File: config.mk
export PLATFORM = sky130hd
export DESIGN_NAME = eym_regs
export DESIGN_NICKNAME = d
export VERILOG_FILES = /design/src/hw/eym_pkg.sv /design/src/hw/eym_hit_counter.sv /design/src/hw/eym_opening_scan.sv /design/src/hw/eym_regs.sv
export SDC_FILE = /design/constraint.sdc
export NUM_CORES = 1
export LEC_CHECK = 0
export ABC_AREA = 1
export BUFFER_PORTS_ARGS = -buffer_cell sky130_fd_sc_hd__buf_2
export CORE_ASPECT_RATIO = 1.5
export CORE_MARGIN = 1.5
export CORE_UTILIZATION = 51
export CTS_BUF_LIST = sky130_fd_sc_hd__clkbuf_2 sky130_fd_sc_hd__clkbuf_4 sky130_fd_sc_hd__clkbuf_8
export CTS_CLUSTER_DIAMETER = 100
export CTS_CLUSTER_SIZE = 40
export DETAILED_ROUTE_END_ITERATION = 8
export PLACE_DENSITY = 0.68
export SYNTH_ARGS = -nofsm -noshare
export SYNTH_HDL_FRONTEND = slang
export SYNTH_SLANG_ARGS = --single-unit
File: constraint.sdc
create_clock -name mclk -period 8.97 [get_ports mclk]
set_input_delay 1.794 -clock mclk [delete_from_list [all_inputs] [get_ports mclk]]
set_output_delay 1.794 -clock mclk [all_outputs]
set_load 0.02 [all_outputs]
File: src/hw/eym_pkg.sv
// Purpose: shared constants and carriers for the eye monitor register bank
// Assumes: byte-wide register port behind the serial configuration port
// Notes:   offsets are the register addresses as seen on that port
`default_nettype none

package eym_pkg;

  // ****************************************************************
  // register offsets
  // ****************************************************************
  localparam logic [7:0] EYM_OFS_CTL_ONE   = 8'h22;
  localparam logic [7:0] EYM_OFS_CTL_TWO   = 8'h23;
  localparam logic [7:0] EYM_OFS_CTL_THREE = 8'h24;
  localparam logic [7:0] EYM_OFS_HITS_HI   = 8'h25;
  localparam logic [7:0] EYM_OFS_HITS_LO   = 8'h26;
  localparam logic [7:0] EYM_OFS_RSVD_A    = 8'h27;
  localparam logic [7:0] EYM_OFS_RSVD_B    = 8'h28;
  localparam logic [7:0] EYM_OFS_TIMER     = 8'h29;
  localparam logic [7:0] EYM_OFS_HORIZ     = 8'h2a;
  localparam logic [7:0] EYM_OFS_VERT      = 8'h2b;
  localparam logic [7:0] EYM_OFS_CTL_FOUR  = 8'h2c;

  // ****************************************************************
  // field positions
  // ****************************************************************
  localparam int EYM_BIT_OVERRIDE  = 7;
  localparam int EYM_BIT_HIGH_RATE = 6;
  localparam int EYM_BIT_AUTO_STEP = 7;
  localparam int EYM_BIT_VLIMIT    = 4;
  localparam int EYM_BIT_NO_OPEN   = 3;
  localparam int EYM_BIT_NO_HITS   = 2;
  localparam int EYM_BIT_MEASURE   = 1;
  localparam int EYM_BIT_ACTIVE    = 0;

  // ****************************************************************
  // reset values
  // ****************************************************************
  localparam logic [7:0] EYM_RST_CTL_ONE   = 8'h00;
  localparam logic [7:0] EYM_RST_CTL_TWO   = 8'h40;
  localparam logic [1:0] EYM_RST_CTL3_RSVD = 2'h0;
  localparam logic [7:0] EYM_RST_RSVD_AB   = 8'h48;
  localparam logic [7:0] EYM_RST_TIMER     = 8'h01;
  localparam logic [7:0] EYM_RST_CTL_FOUR  = 8'h00;

  // ****************************************************************
  // counts
  // ****************************************************************
  localparam int         EYM_TICKS_PER_UNIT = 256;
  localparam logic [5:0] EYM_DAC_CENTRE     = 6'h20;
  localparam logic [6:0] EYM_OPEN_NONE_HIT  = 7'h40;
  localparam logic [6:0] EYM_OPEN_MAX_VALID = 7'h3f;

  // ****************************************************************
  // carriers
  // ****************************************************************
  typedef struct packed {
    logic       wr;
    logic       rd;
    logic [7:0] addr;
    logic [7:0] wdata;
  } eym_req_s;

  typedef struct packed {
    logic [5:0] phase;
    logic [5:0] voltage;
  } eym_dac_s;

endpackage : eym_pkg

`default_nettype wire

File: src/hw/eym_hit_counter.sv
// Purpose: timed hit counter for one phase/voltage point
// Assumes: hit and divided vco clock arrive as asynchronous levels
// Notes:   interval of zero ends the count at once
`default_nettype none

module eym_hit_counter
  import eym_pkg::*;
(
  // clock and reset
  input  wire logic        mclk,
  input  wire logic        rst,
  // analog side
  input  wire logic        hit_in,
  input  wire logic        vco_div_in,
  // control
  input  wire logic        start,
  input  wire logic [7:0]  interval,
  // result
  output logic             busy,
  output logic             done,
  output logic [15:0]      hits
);

  // ****************************************************************
  // synchronisers
  // ****************************************************************
  logic hit_s1_q, hit_s2_q, hit_s3_q;
  logic div_s1_q, div_s2_q, div_s3_q;
  logic [15:0] ticks_q;
  logic tick, hit_edge;

  always_ff @(posedge mclk or posedge rst)
  begin
    if (rst)
    begin
      {hit_s1_q, hit_s2_q, hit_s3_q} <= 3'h0;
      {div_s1_q, div_s2_q, div_s3_q} <= 3'h0;
    end
    else
    begin
      hit_s1_q <= hit_in;
      hit_s2_q <= hit_s1_q;
      hit_s3_q <= hit_s2_q;
      div_s1_q <= vco_div_in;
      div_s2_q <= div_s1_q;
      div_s3_q <= div_s2_q;
    end
  end

  // edges taken past the second flop only
  assign tick     = div_s2_q & ~div_s3_q;
  assign hit_edge = hit_s2_q & ~hit_s3_q;

  // ****************************************************************
  // interval timer and hit accumulator
  // ****************************************************************
  always_ff @(posedge mclk or posedge rst)
  begin
    if (rst)
    begin
      busy    <= 1'b0;
      done    <= 1'b0;
      hits    <= 16'h0000;
      ticks_q <= 16'h0000;
    end
    else
    begin
      done <= 1'b0;
      if (start)
      begin
        busy    <= 1'b1;
        hits    <= 16'h0000;
        ticks_q <= 16'(interval) * 16'(EYM_TICKS_PER_UNIT);
      end
      else if (busy)
      begin
        // saturate so a long interval never wraps to a low count
        if (hit_edge && hits != 16'hffff)
          hits <= hits + 16'h0001;
        if (ticks_q == 16'h0000)
        begin
          busy <= 1'b0;
          done <= 1'b1;
        end
        else if (tick)
          ticks_q <= ticks_q - 16'h0001;
      end
    end
  end
endmodule : eym_hit_counter

`default_nettype wire

File: src/hw/eym_opening_scan.sv
// Purpose: horizontal then vertical eye opening sweep
// Assumes: one timed count per point from the hit counter
// Notes:   horizontal sweep at centre voltage, vertical at centre phase
`default_nettype none

module eym_opening_scan
  import eym_pkg::*;
(
  // clock and reset
  input  wire logic        mclk,
  input  wire logic        rst,
  // control
  input  wire logic        start,
  input  wire logic [3:0]  threshold,
  // hit counter
  input  wire logic        cnt_done,
  input  wire logic [15:0] cnt_hits,
  output logic             cnt_start,
  // results
  output eym_dac_s         dac,
  output logic             busy,
  output logic             done,
  output logic [7:0]       horiz,
  output logic [7:0]       vert,
  output logic             no_hits,
  output logic             no_open,
  output logic             vlimit
);

  typedef enum logic [2:0] {SC_IDLE, SC_H_REQ, SC_H_WAIT, SC_V_REQ,
                            SC_V_WAIT, SC_FINISH} eym_scan_e;

  eym_scan_e  state_q;
  logic [5:0] idx_q;
  logic [6:0] h_open_q, v_zero_q;
  logic       any_hit_q, any_zero_q;
  logic [15:0] thr;
  logic        closed;

  // a threshold of zero would close every point, so treat it as one
  assign thr    = (threshold == 4'h0) ? 16'h0001 : 16'(threshold);
  assign closed = cnt_hits >= thr;

  // ****************************************************************
  // sweep sequencer
  // ****************************************************************
  always_ff @(posedge mclk or posedge rst)
  begin
    if (rst)
    begin
      state_q    <= SC_IDLE;
      idx_q      <= 6'h00;
      h_open_q   <= 7'h00;
      v_zero_q   <= 7'h00;
      any_hit_q  <= 1'b0;
      any_zero_q <= 1'b0;
      cnt_start  <= 1'b0;
      done       <= 1'b0;
      horiz      <= 8'h00;
      vert       <= 8'h00;
      {no_hits, no_open, vlimit} <= 3'h0;
    end
    else
    begin
      cnt_start <= 1'b0;
      done      <= 1'b0;
      unique case (state_q)
        SC_IDLE:
          if (start)
          begin
            idx_q      <= 6'h00;
            h_open_q   <= 7'h00;
            v_zero_q   <= 7'h00;
            any_hit_q  <= 1'b0;
            any_zero_q <= 1'b0;
            state_q    <= SC_H_REQ;
          end
        SC_H_REQ:
        begin
          cnt_start <= 1'b1;
          state_q   <= SC_H_WAIT;
        end
        SC_H_WAIT:
          if (cnt_done)
          begin
            if (!closed)
              h_open_q <= h_open_q + 7'h01;
            if (cnt_hits != 16'h0000)
              any_hit_q <= 1'b1;
            else
              any_zero_q <= 1'b1;
            idx_q   <= idx_q + 6'h01;
            state_q <= (idx_q == 6'h3f) ? SC_V_REQ : SC_H_REQ;
          end
        SC_V_REQ:
        begin
          cnt_start <= 1'b1;
          state_q   <= SC_V_WAIT;
        end
        SC_V_WAIT:
          if (cnt_done)
          begin
            if (cnt_hits == 16'h0000)
              v_zero_q <= v_zero_q + 7'h01;
            idx_q   <= idx_q + 6'h01;
            state_q <= (idx_q == 6'h3f) ? SC_FINISH : SC_V_REQ;
          end
        SC_FINISH:
        begin
          no_hits <= !any_hit_q;
          no_open <= any_hit_q && !any_zero_q;
          if (!any_hit_q)
            horiz <= {1'b0, EYM_OPEN_NONE_HIT};
          else if (!any_zero_q)
            horiz <= 8'h00;
          else if (h_open_q > EYM_OPEN_MAX_VALID)
            horiz <= {1'b0, EYM_OPEN_MAX_VALID};
          else
            horiz <= {1'b0, h_open_q};
          vlimit <= (v_zero_q == EYM_OPEN_NONE_HIT);
          vert   <= {1'b0, v_zero_q};
          done    <= 1'b1;
          state_q <= SC_IDLE;
        end
      endcase
    end
  end

  assign busy = (state_q != SC_IDLE);
  assign dac.phase   = (state_q == SC_V_REQ || state_q == SC_V_WAIT)
                       ? EYM_DAC_CENTRE : idx_q;
  assign dac.voltage = (state_q == SC_V_REQ || state_q == SC_V_WAIT)
                       ? idx_q : EYM_DAC_CENTRE;
endmodule : eym_opening_scan

`default_nettype wire

File: src/hw/eym_regs.sv
// Purpose: eye monitor control and status register bank
// Assumes: register port strobes come from same-clock serial port logic
// Notes:   read data appears one cycle after the read strobe
//
// Operation
// - without override, the device drives phase and voltage dacs itself.
// - with override set, the register phase and voltage fields drive dacs.
// - high-rate filter bit picks standard mode or extra filtering.
// - auto-step mode lets the device set dac points without software.
// - vertical limit flag set when no eye top or bottom found.
// - no-opening flag set when no horizontal point showed zero hits.
// - no-hits flag set when no horizontal point showed any hit.
// - measure bit starts a sweep, reads one while busy, clears when done.
// - active bit shows counting, self-clears; software, auto-step or the sweep sets it.
// - sixteen-bit hit count is read as an upper then lower byte.
// - in auto-step mode a low-byte read steps and restarts counting.
// - count interval is in units of 256 divided vco clocks, resets to one.
// - horizontal result is 1..63, 64 with no-hits, 0 with no-opening.
// - vertical result is 0..63, 64 with the vertical limit flag.
// - a four-bit threshold sets hits needed to call a point closed.
`default_nettype none

module eym_regs
  import eym_pkg::*;
(
  // clock and reset
  input  wire logic        mclk,
  input  wire logic        rst,
  // register port
  input  wire eym_req_s    req,
  output logic [7:0]       rdata,
  // analog side
  input  wire logic        hit_in,
  input  wire logic        vco_div_in,
  output eym_dac_s         dac_out,
  output logic             high_rate_filter
);

  // ****************************************************************
  // storage
  // ****************************************************************
  logic [7:0]  ctl_one_q, ctl_two_q, rsvd_a_q, rsvd_b_q;
  logic [7:0]  timer_q, ctl_four_q;
  logic        auto_step_q, auto_step_prev_q;
  logic [1:0]  ctl3_rsvd_q;
  logic        measure_q, active_q;
  logic [15:0] hit_count_q;
  logic [11:0] auto_pt_q;
  logic [7:0]  rdata_d;
  eym_dac_s    dac_d;

  logic        wr_one, wr_two, wr_three, wr_rsvd_a, wr_rsvd_b;
  logic        wr_timer, wr_four, rd_low;
  logic        sw_count, sw_measure, auto_kick, auto_next, count_start;

  logic        cnt_busy, cnt_done;
  logic [15:0] cnt_hits;
  logic        scan_start, scan_cnt_start, scan_busy, scan_done;
  eym_dac_s    scan_dac;
  logic [7:0]  horiz, vert;
  logic        no_hits, no_open, vlimit;

  // ****************************************************************
  // decode
  // ****************************************************************
  assign wr_one    = req.wr && req.addr == EYM_OFS_CTL_ONE;
  assign wr_two    = req.wr && req.addr == EYM_OFS_CTL_TWO;
  assign wr_three  = req.wr && req.addr == EYM_OFS_CTL_THREE;
  assign wr_rsvd_a = req.wr && req.addr == EYM_OFS_RSVD_A;
  assign wr_rsvd_b = req.wr && req.addr == EYM_OFS_RSVD_B;
  assign wr_timer  = req.wr && req.addr == EYM_OFS_TIMER;
  assign wr_four   = req.wr && req.addr == EYM_OFS_CTL_FOUR;
  assign rd_low    = req.rd && req.addr == EYM_OFS_HITS_LO;

  // ****************************************************************
  // plain read/write registers
  // ****************************************************************
  always_ff @(posedge mclk or posedge rst)
  begin
    if (rst)
    begin
      ctl_one_q   <= EYM_RST_CTL_ONE;
      ctl_two_q   <= EYM_RST_CTL_TWO;
      rsvd_a_q    <= EYM_RST_RSVD_AB;
      rsvd_b_q    <= EYM_RST_RSVD_AB;
      timer_q     <= EYM_RST_TIMER;
      ctl_four_q  <= EYM_RST_CTL_FOUR;
      ctl3_rsvd_q <= EYM_RST_CTL3_RSVD;
      auto_step_q <= 1'b0;
    end
    else
    begin
      if (wr_one)
        ctl_one_q <= req.wdata;
      if (wr_two)
        ctl_two_q <= req.wdata;
      if (wr_rsvd_a)
        rsvd_a_q <= req.wdata;
      if (wr_rsvd_b)
        rsvd_b_q <= req.wdata;
      if (wr_timer)
        timer_q <= req.wdata;
      if (wr_four)
        ctl_four_q <= req.wdata;
      if (wr_three)
      begin
        auto_step_q <= req.wdata[EYM_BIT_AUTO_STEP];
        ctl3_rsvd_q <= req.wdata[6:5];
      end
    end
  end

  // ****************************************************************
  // counting control
  // ****************************************************************
  // a software start while a count runs is dropped rather than restarting it
  assign sw_count   = wr_three && req.wdata[EYM_BIT_ACTIVE] && !auto_step_q
                      && !active_q && !measure_q;
  assign sw_measure = wr_three && req.wdata[EYM_BIT_MEASURE]
                      && !measure_q && !active_q;
  assign auto_kick  = auto_step_q && !auto_step_prev_q && !measure_q;
  assign auto_next  = rd_low && auto_step_q && !active_q
                      && !measure_q;
  assign count_start = sw_count || auto_kick || auto_next
                       || scan_cnt_start;
  assign scan_start  = sw_measure;

  always_ff @(posedge mclk or posedge rst)
  begin
    if (rst)
    begin
      active_q         <= 1'b0;
      measure_q        <= 1'b0;
      auto_step_prev_q <= 1'b0;
      auto_pt_q        <= 12'h000;
    end
    else
    begin
      auto_step_prev_q <= auto_step_q;
      // set wins over the self-clear
      if (count_start)
        active_q <= 1'b1;
      else if (cnt_done)
        active_q <= 1'b0;
      if (sw_measure)
        measure_q <= 1'b1;
      else if (scan_done)
        measure_q <= 1'b0;
      if (auto_kick)
        auto_pt_q <= 12'h000;
      else if (auto_next)
        auto_pt_q <= auto_pt_q + 12'h001;
    end
  end

  // ****************************************************************
  // hit count capture
  // ****************************************************************
  always_ff @(posedge mclk or posedge rst)
  begin
    if (rst)
      hit_count_q <= 16'h0000;
    else if (cnt_done)
      hit_count_q <= cnt_hits;
  end

  // ****************************************************************
  // dac steering
  // ****************************************************************
  always_comb
  begin
    if (ctl_one_q[EYM_BIT_OVERRIDE])
    begin
      dac_d.phase   = ctl_one_q[5:0];
      dac_d.voltage = ctl_two_q[5:0];
    end
    else if (scan_busy)
      dac_d = scan_dac;
    else
    begin
      dac_d.phase   = auto_pt_q[5:0];
      dac_d.voltage = auto_pt_q[11:6];
    end
  end

  always_ff @(posedge mclk or posedge rst)
  begin
    if (rst)
    begin
      dac_out          <= '0;
      high_rate_filter <= 1'b0;
    end
    else
    begin
      dac_out          <= dac_d;
      high_rate_filter <= ctl_one_q[EYM_BIT_HIGH_RATE];
    end
  end

  // ****************************************************************
  // read path
  // ****************************************************************
  always_comb
  begin
    rdata_d = 8'h00;
    unique case (req.addr)
      EYM_OFS_CTL_ONE:   rdata_d = ctl_one_q;
      EYM_OFS_CTL_TWO:   rdata_d = ctl_two_q;
      EYM_OFS_CTL_THREE: rdata_d = {auto_step_q, ctl3_rsvd_q, vlimit,
                                    no_open, no_hits, measure_q,
                                    active_q};
      EYM_OFS_HITS_HI:   rdata_d = hit_count_q[15:8];
      EYM_OFS_HITS_LO:   rdata_d = hit_count_q[7:0];
      EYM_OFS_RSVD_A:    rdata_d = rsvd_a_q;
      EYM_OFS_RSVD_B:    rdata_d = rsvd_b_q;
      EYM_OFS_TIMER:     rdata_d = timer_q;
      EYM_OFS_HORIZ:     rdata_d = horiz;
      EYM_OFS_VERT:      rdata_d = vert;
      EYM_OFS_CTL_FOUR:  rdata_d = ctl_four_q;
      default:           rdata_d = 8'h00;
    endcase
  end

  always_ff @(posedge mclk or posedge rst)
  begin
    if (rst)
      rdata <= 8'h00;
    else if (req.rd)
      rdata <= rdata_d;
  end

  // ****************************************************************
  // engines
  // ****************************************************************
  eym_hit_counter u_counter (
    .mclk       (mclk),
    .rst        (rst),
    .hit_in     (hit_in),
    .vco_div_in (vco_div_in),
    .start      (count_start),
    .interval   (timer_q),
    .busy       (cnt_busy),
    .done       (cnt_done),
    .hits       (cnt_hits)
  );

  eym_opening_scan u_scan (
    .mclk      (mclk),
    .rst       (rst),
    .start     (scan_start),
    .threshold (ctl_four_q[3:0]),
    .cnt_done  (cnt_done),
    .cnt_hits  (cnt_hits),
    .cnt_start (scan_cnt_start),
    .dac       (scan_dac),
    .busy      (scan_busy),
    .done      (scan_done),
    .horiz     (horiz),
    .vert      (vert),
    .no_hits   (no_hits),
    .no_open   (no_open),
    .vlimit    (vlimit)
  );
endmodule : eym_regs

`default_nettype wire

==> impl_metrics.tcl <==
set metrics [dict create \
    outcome "finished clean" \
    grt_usage 0.261 \
    fin_worst_skew_ns 0.0137 \
    r2r_start "u_counter.ticks_q[0]$_DFFE_PP0P_" \
    diodes 0 \
    grt_busiest_layer "met2" \
    synth.avg_cell_area_um2 7.93 \
    slew_violations 0 \
    worst_slack_ns 5.41 \
    syn2layout_area_growth_pct 7.56 \
    vias_per_cell 5.41 \
    critPathMaxStageDelay_ns 0.54 \
    drt_iter0_markers 566 \
    clk_latency_ns 0.48 \
    synth_top_cell_area_share 0.466 \
    cts_hold_buf 0 \
    setup_violations 0 \
    syn_nets 1260 \
    finalHoldViolations 0 \
    synth_area_um2 9720 \
    num_rows 61 \
    timing.rr.end "u_counter.ticks_q[5]$_DFFE_PP0P_" \
    fmax_mhz 281 \
    dp_hpwl_um 18100 \
    utilization 0.561 \
    reg2reg_depth 11 \
    synth_edf_count 0 \
    post-route-period-util 0.396 \
    cp-endpoint "u_counter.hits[11]$_DFFE_PP0P_" \
    p_leak_nw 5.13 \
    hp-class "flop to flop" \
    finalPower_mw 2.36 \
    yosysTopAreaCell "dfrtp_1" \
    whs_ns 0.362 \
    grt_pass1_wl_um 39700 \
    grt_max_degree 113 \
    worstMarginPinSlew_ns 1.04 \
    synth_warnings 0 \
    antenna_left 0 \
    numPortBuffers 42 \
    path_clk_slew_ns 0.10 \
    layout_min_cycle_time_ns 3.56 \
    grtUsageMet1 0.310 \
    postCtsResizedCells 0 \
    dr.pass1.iters 5 \
    htreeDepth 4 \
    synth-seq-cells 187 \
    cts_root_buffer "clkbuf_8" \
    cts_max_path_buffers 2 \
    startpoint "req[13]" \
    regToRegSetupSlack_ns 6.64 \
    grt_pass1_vias 7716 \
    met3_usage 0.0340 \
    grtUsageMet2 0.467 \
    nets 1288 \
    worst-endpoint-arrival_ns 3.93 \
    yosys_most_used_dff "dfrtp_1" \
    wl_per_cell_um 16.3 \
    drive_above_1_share 0.114 \
    seq_area_frac_synth 0.482 \
    cts_tree "built" \
    clock-sinks 187 \
    vias 8218 \
    synth_cell_types 49 \
    cpMostUsedCell "nand2_1" \
    path_cells "buf_2 -> inv_1 -> nor2_2 -> nand2_2 -> inv_2 -> nand3_4 -> nand2_4 -> nor2_8 -> nand2_1 -> nand2_1 -> nand2_1" \
    setup_tns_ns 0 \
    cap_violations 0 \
    antenna_found_initial 0 \
    rsz0062_at_grt "no" \
    drc 0 \
    synth.area.top_cells "dfrtp_1 (47%), nand2_1 (13%), nand3_1 (8.1%)" \
    ioPinCount 43 \
    power_density_nw_per_um2 226 \
    async_flop_share 1.00 \
    cts_buffers 17 \
    post-place-ws_ns 4.91 \
    ir_drop_mv 0.102 \
    core_area_um2 18600 \
    die_h_um 172 \
    grt.overflow.total 0 \
    initial_core_util 0.522 \
    cp-end-kind "flop" \
    routed_wl_um 24800 \
    crit_required_ns 9.35 \
    maxSlewHeadroom 0.302 \
    fp.dieArea_um2 19900 \
    synthCells 1226 \
    cpMaxStageDelayCell "nor2_8" \
    gp_congestion 0.917 \
    cp_max_fo 59 \
    path_class "input pin to flop" \
    die_x_um 116 \
    post_cts_buffers 0 \
    cp-start-kind "input pin" \
]
==> cells in the final DEF, fill, tap and decap left out, types with 8 or more instances in the layout <==
cell,n
nand3_1,158
ha_1,12
nor2_1,124
dfrtp_1,181
nor3_1,19
a21oi_1,22
a31oi_1,8
nand2_1,333
nand4_1,16
clkbuf_8,17
o21ai_0,100
inv_1,89
o21ai_1,12
xor2_1,13
buf_2,42
inv_2,17
==> metrics by stage <==
step | cell area (um2) | cells
final | 10500 | 1519
after global routing | 10500 | 1519
after CTS | 10500 | 1519
after detailed placement | 10000 | 1487
after global placement | 10000 | 1487
after floorplan | 9720 | 1226
==> registers in the layout, summed over array words and instances, names as in the netlist, 12 cells and up <==
register,cells
hit_count_q,16
u_counter.hits,16
u_counter.ticks_q,16
auto_pt_q,12
dac_out,12
==> where the power goes <==
part	switching, mW	internal [mW]
clock network	0.344	0.237
registers	0.0968	0.941
logic	0.519	0.226
==> synth_stat cells, types with 3 or more instances <==
cell      instances
ha_1             12
nor2_2            4
nand2_2           5
nor3b_1           6
nor3_4            4
o21ai_2           7
dfstp_2           6
nand3b_1          4
nor3_1           19
nand3_2           5
xnor2_1           7
o21a_1            6
xor2_1           13
nand2_4           3
nor2_1          124
inv_2            17
a31oi_1           8
nand3_1         158
buf_4             9
nand4_1          16
a21oi_1          22
o21ai_1          12
buf_6             6
buf_2             7
dfrtp_1         181
o21ai_0         100
clkbuf_1         12
o22ai_1           3
nand2_1         333
inv_1            90
==> layout make-up <==
cell class | instances | area (um2)
Sequential cell | 187 | 4690
Inverter | 110 | 428
Clock inverter | 15 | 175
Clock buffer | 17 | 234
Fill cell | 1815 | 8170
Multi-Input combinational cell | 895 | 4400
Timing Repair Buffer | 43 | 218
Tap cell | 252 | 315
==> critical path, delay by kind of cell <==
kind,cells,cell delay (ns)
AND/OR/NAND/NOR,8,1.53
buffers and inverters,3,0.56
==> metal layers <==
| metal | wire length [um] | vias up |
|---|---|---|
| met2 | 13000 | 167 |
| li1 | - | 4073 |
| met1 | 10100 | 3917 |
| met3 | 685 | 61 |
| met5 | 0 | - |
| met4 | 1010 | 0 |
==> how the worst min path moves through the flow <==
| stage | from | to | slack [ns] | cells past startpoint |
|---|---|---|---|---|
| final | u_counter.hit_s1_q$_DFF_PP0_ | u_counter.hit_s2_q$_DFF_PP0_ | 0.36 | 0 |
| after global placement | u_counter.hit_s1_q$_DFF_PP0_ | u_counter.hit_s2_q$_DFF_PP0_ | 0.34 | 0 |
| after CTS | u_counter.hit_s1_q$_DFF_PP0_ | u_counter.hit_s2_q$_DFF_PP0_ | 0.36 | 0 |
| after global routing | u_counter.hit_s1_q$_DFF_PP0_ | u_counter.hit_s2_q$_DFF_PP0_ | 0.37 | 0 |
| after detailed placement | u_counter.hit_s1_q$_DFF_PP0_ | u_counter.hit_s2_q$_DFF_PP0_ | 0.34 | 0 |
| after floorplan | u_counter.div_s1_q$_DFF_PP0_ | u_counter.div_s2_q$_DFF_PP0_ | 0.33 | 0 |
==> cells by family (layout without fill, tap and decap cells) <==
logic type	Yosys count	after routing	synth area share
fa+ha+maj	12	12	0.0154
compound gates	168	168	0.0956
xor+xnor	20	20	0.0180
simple gates	695	695	0.323
flops	187	187	0.482
buf+inv	144	185	0.0654
(Power assumes the default switching activity.)
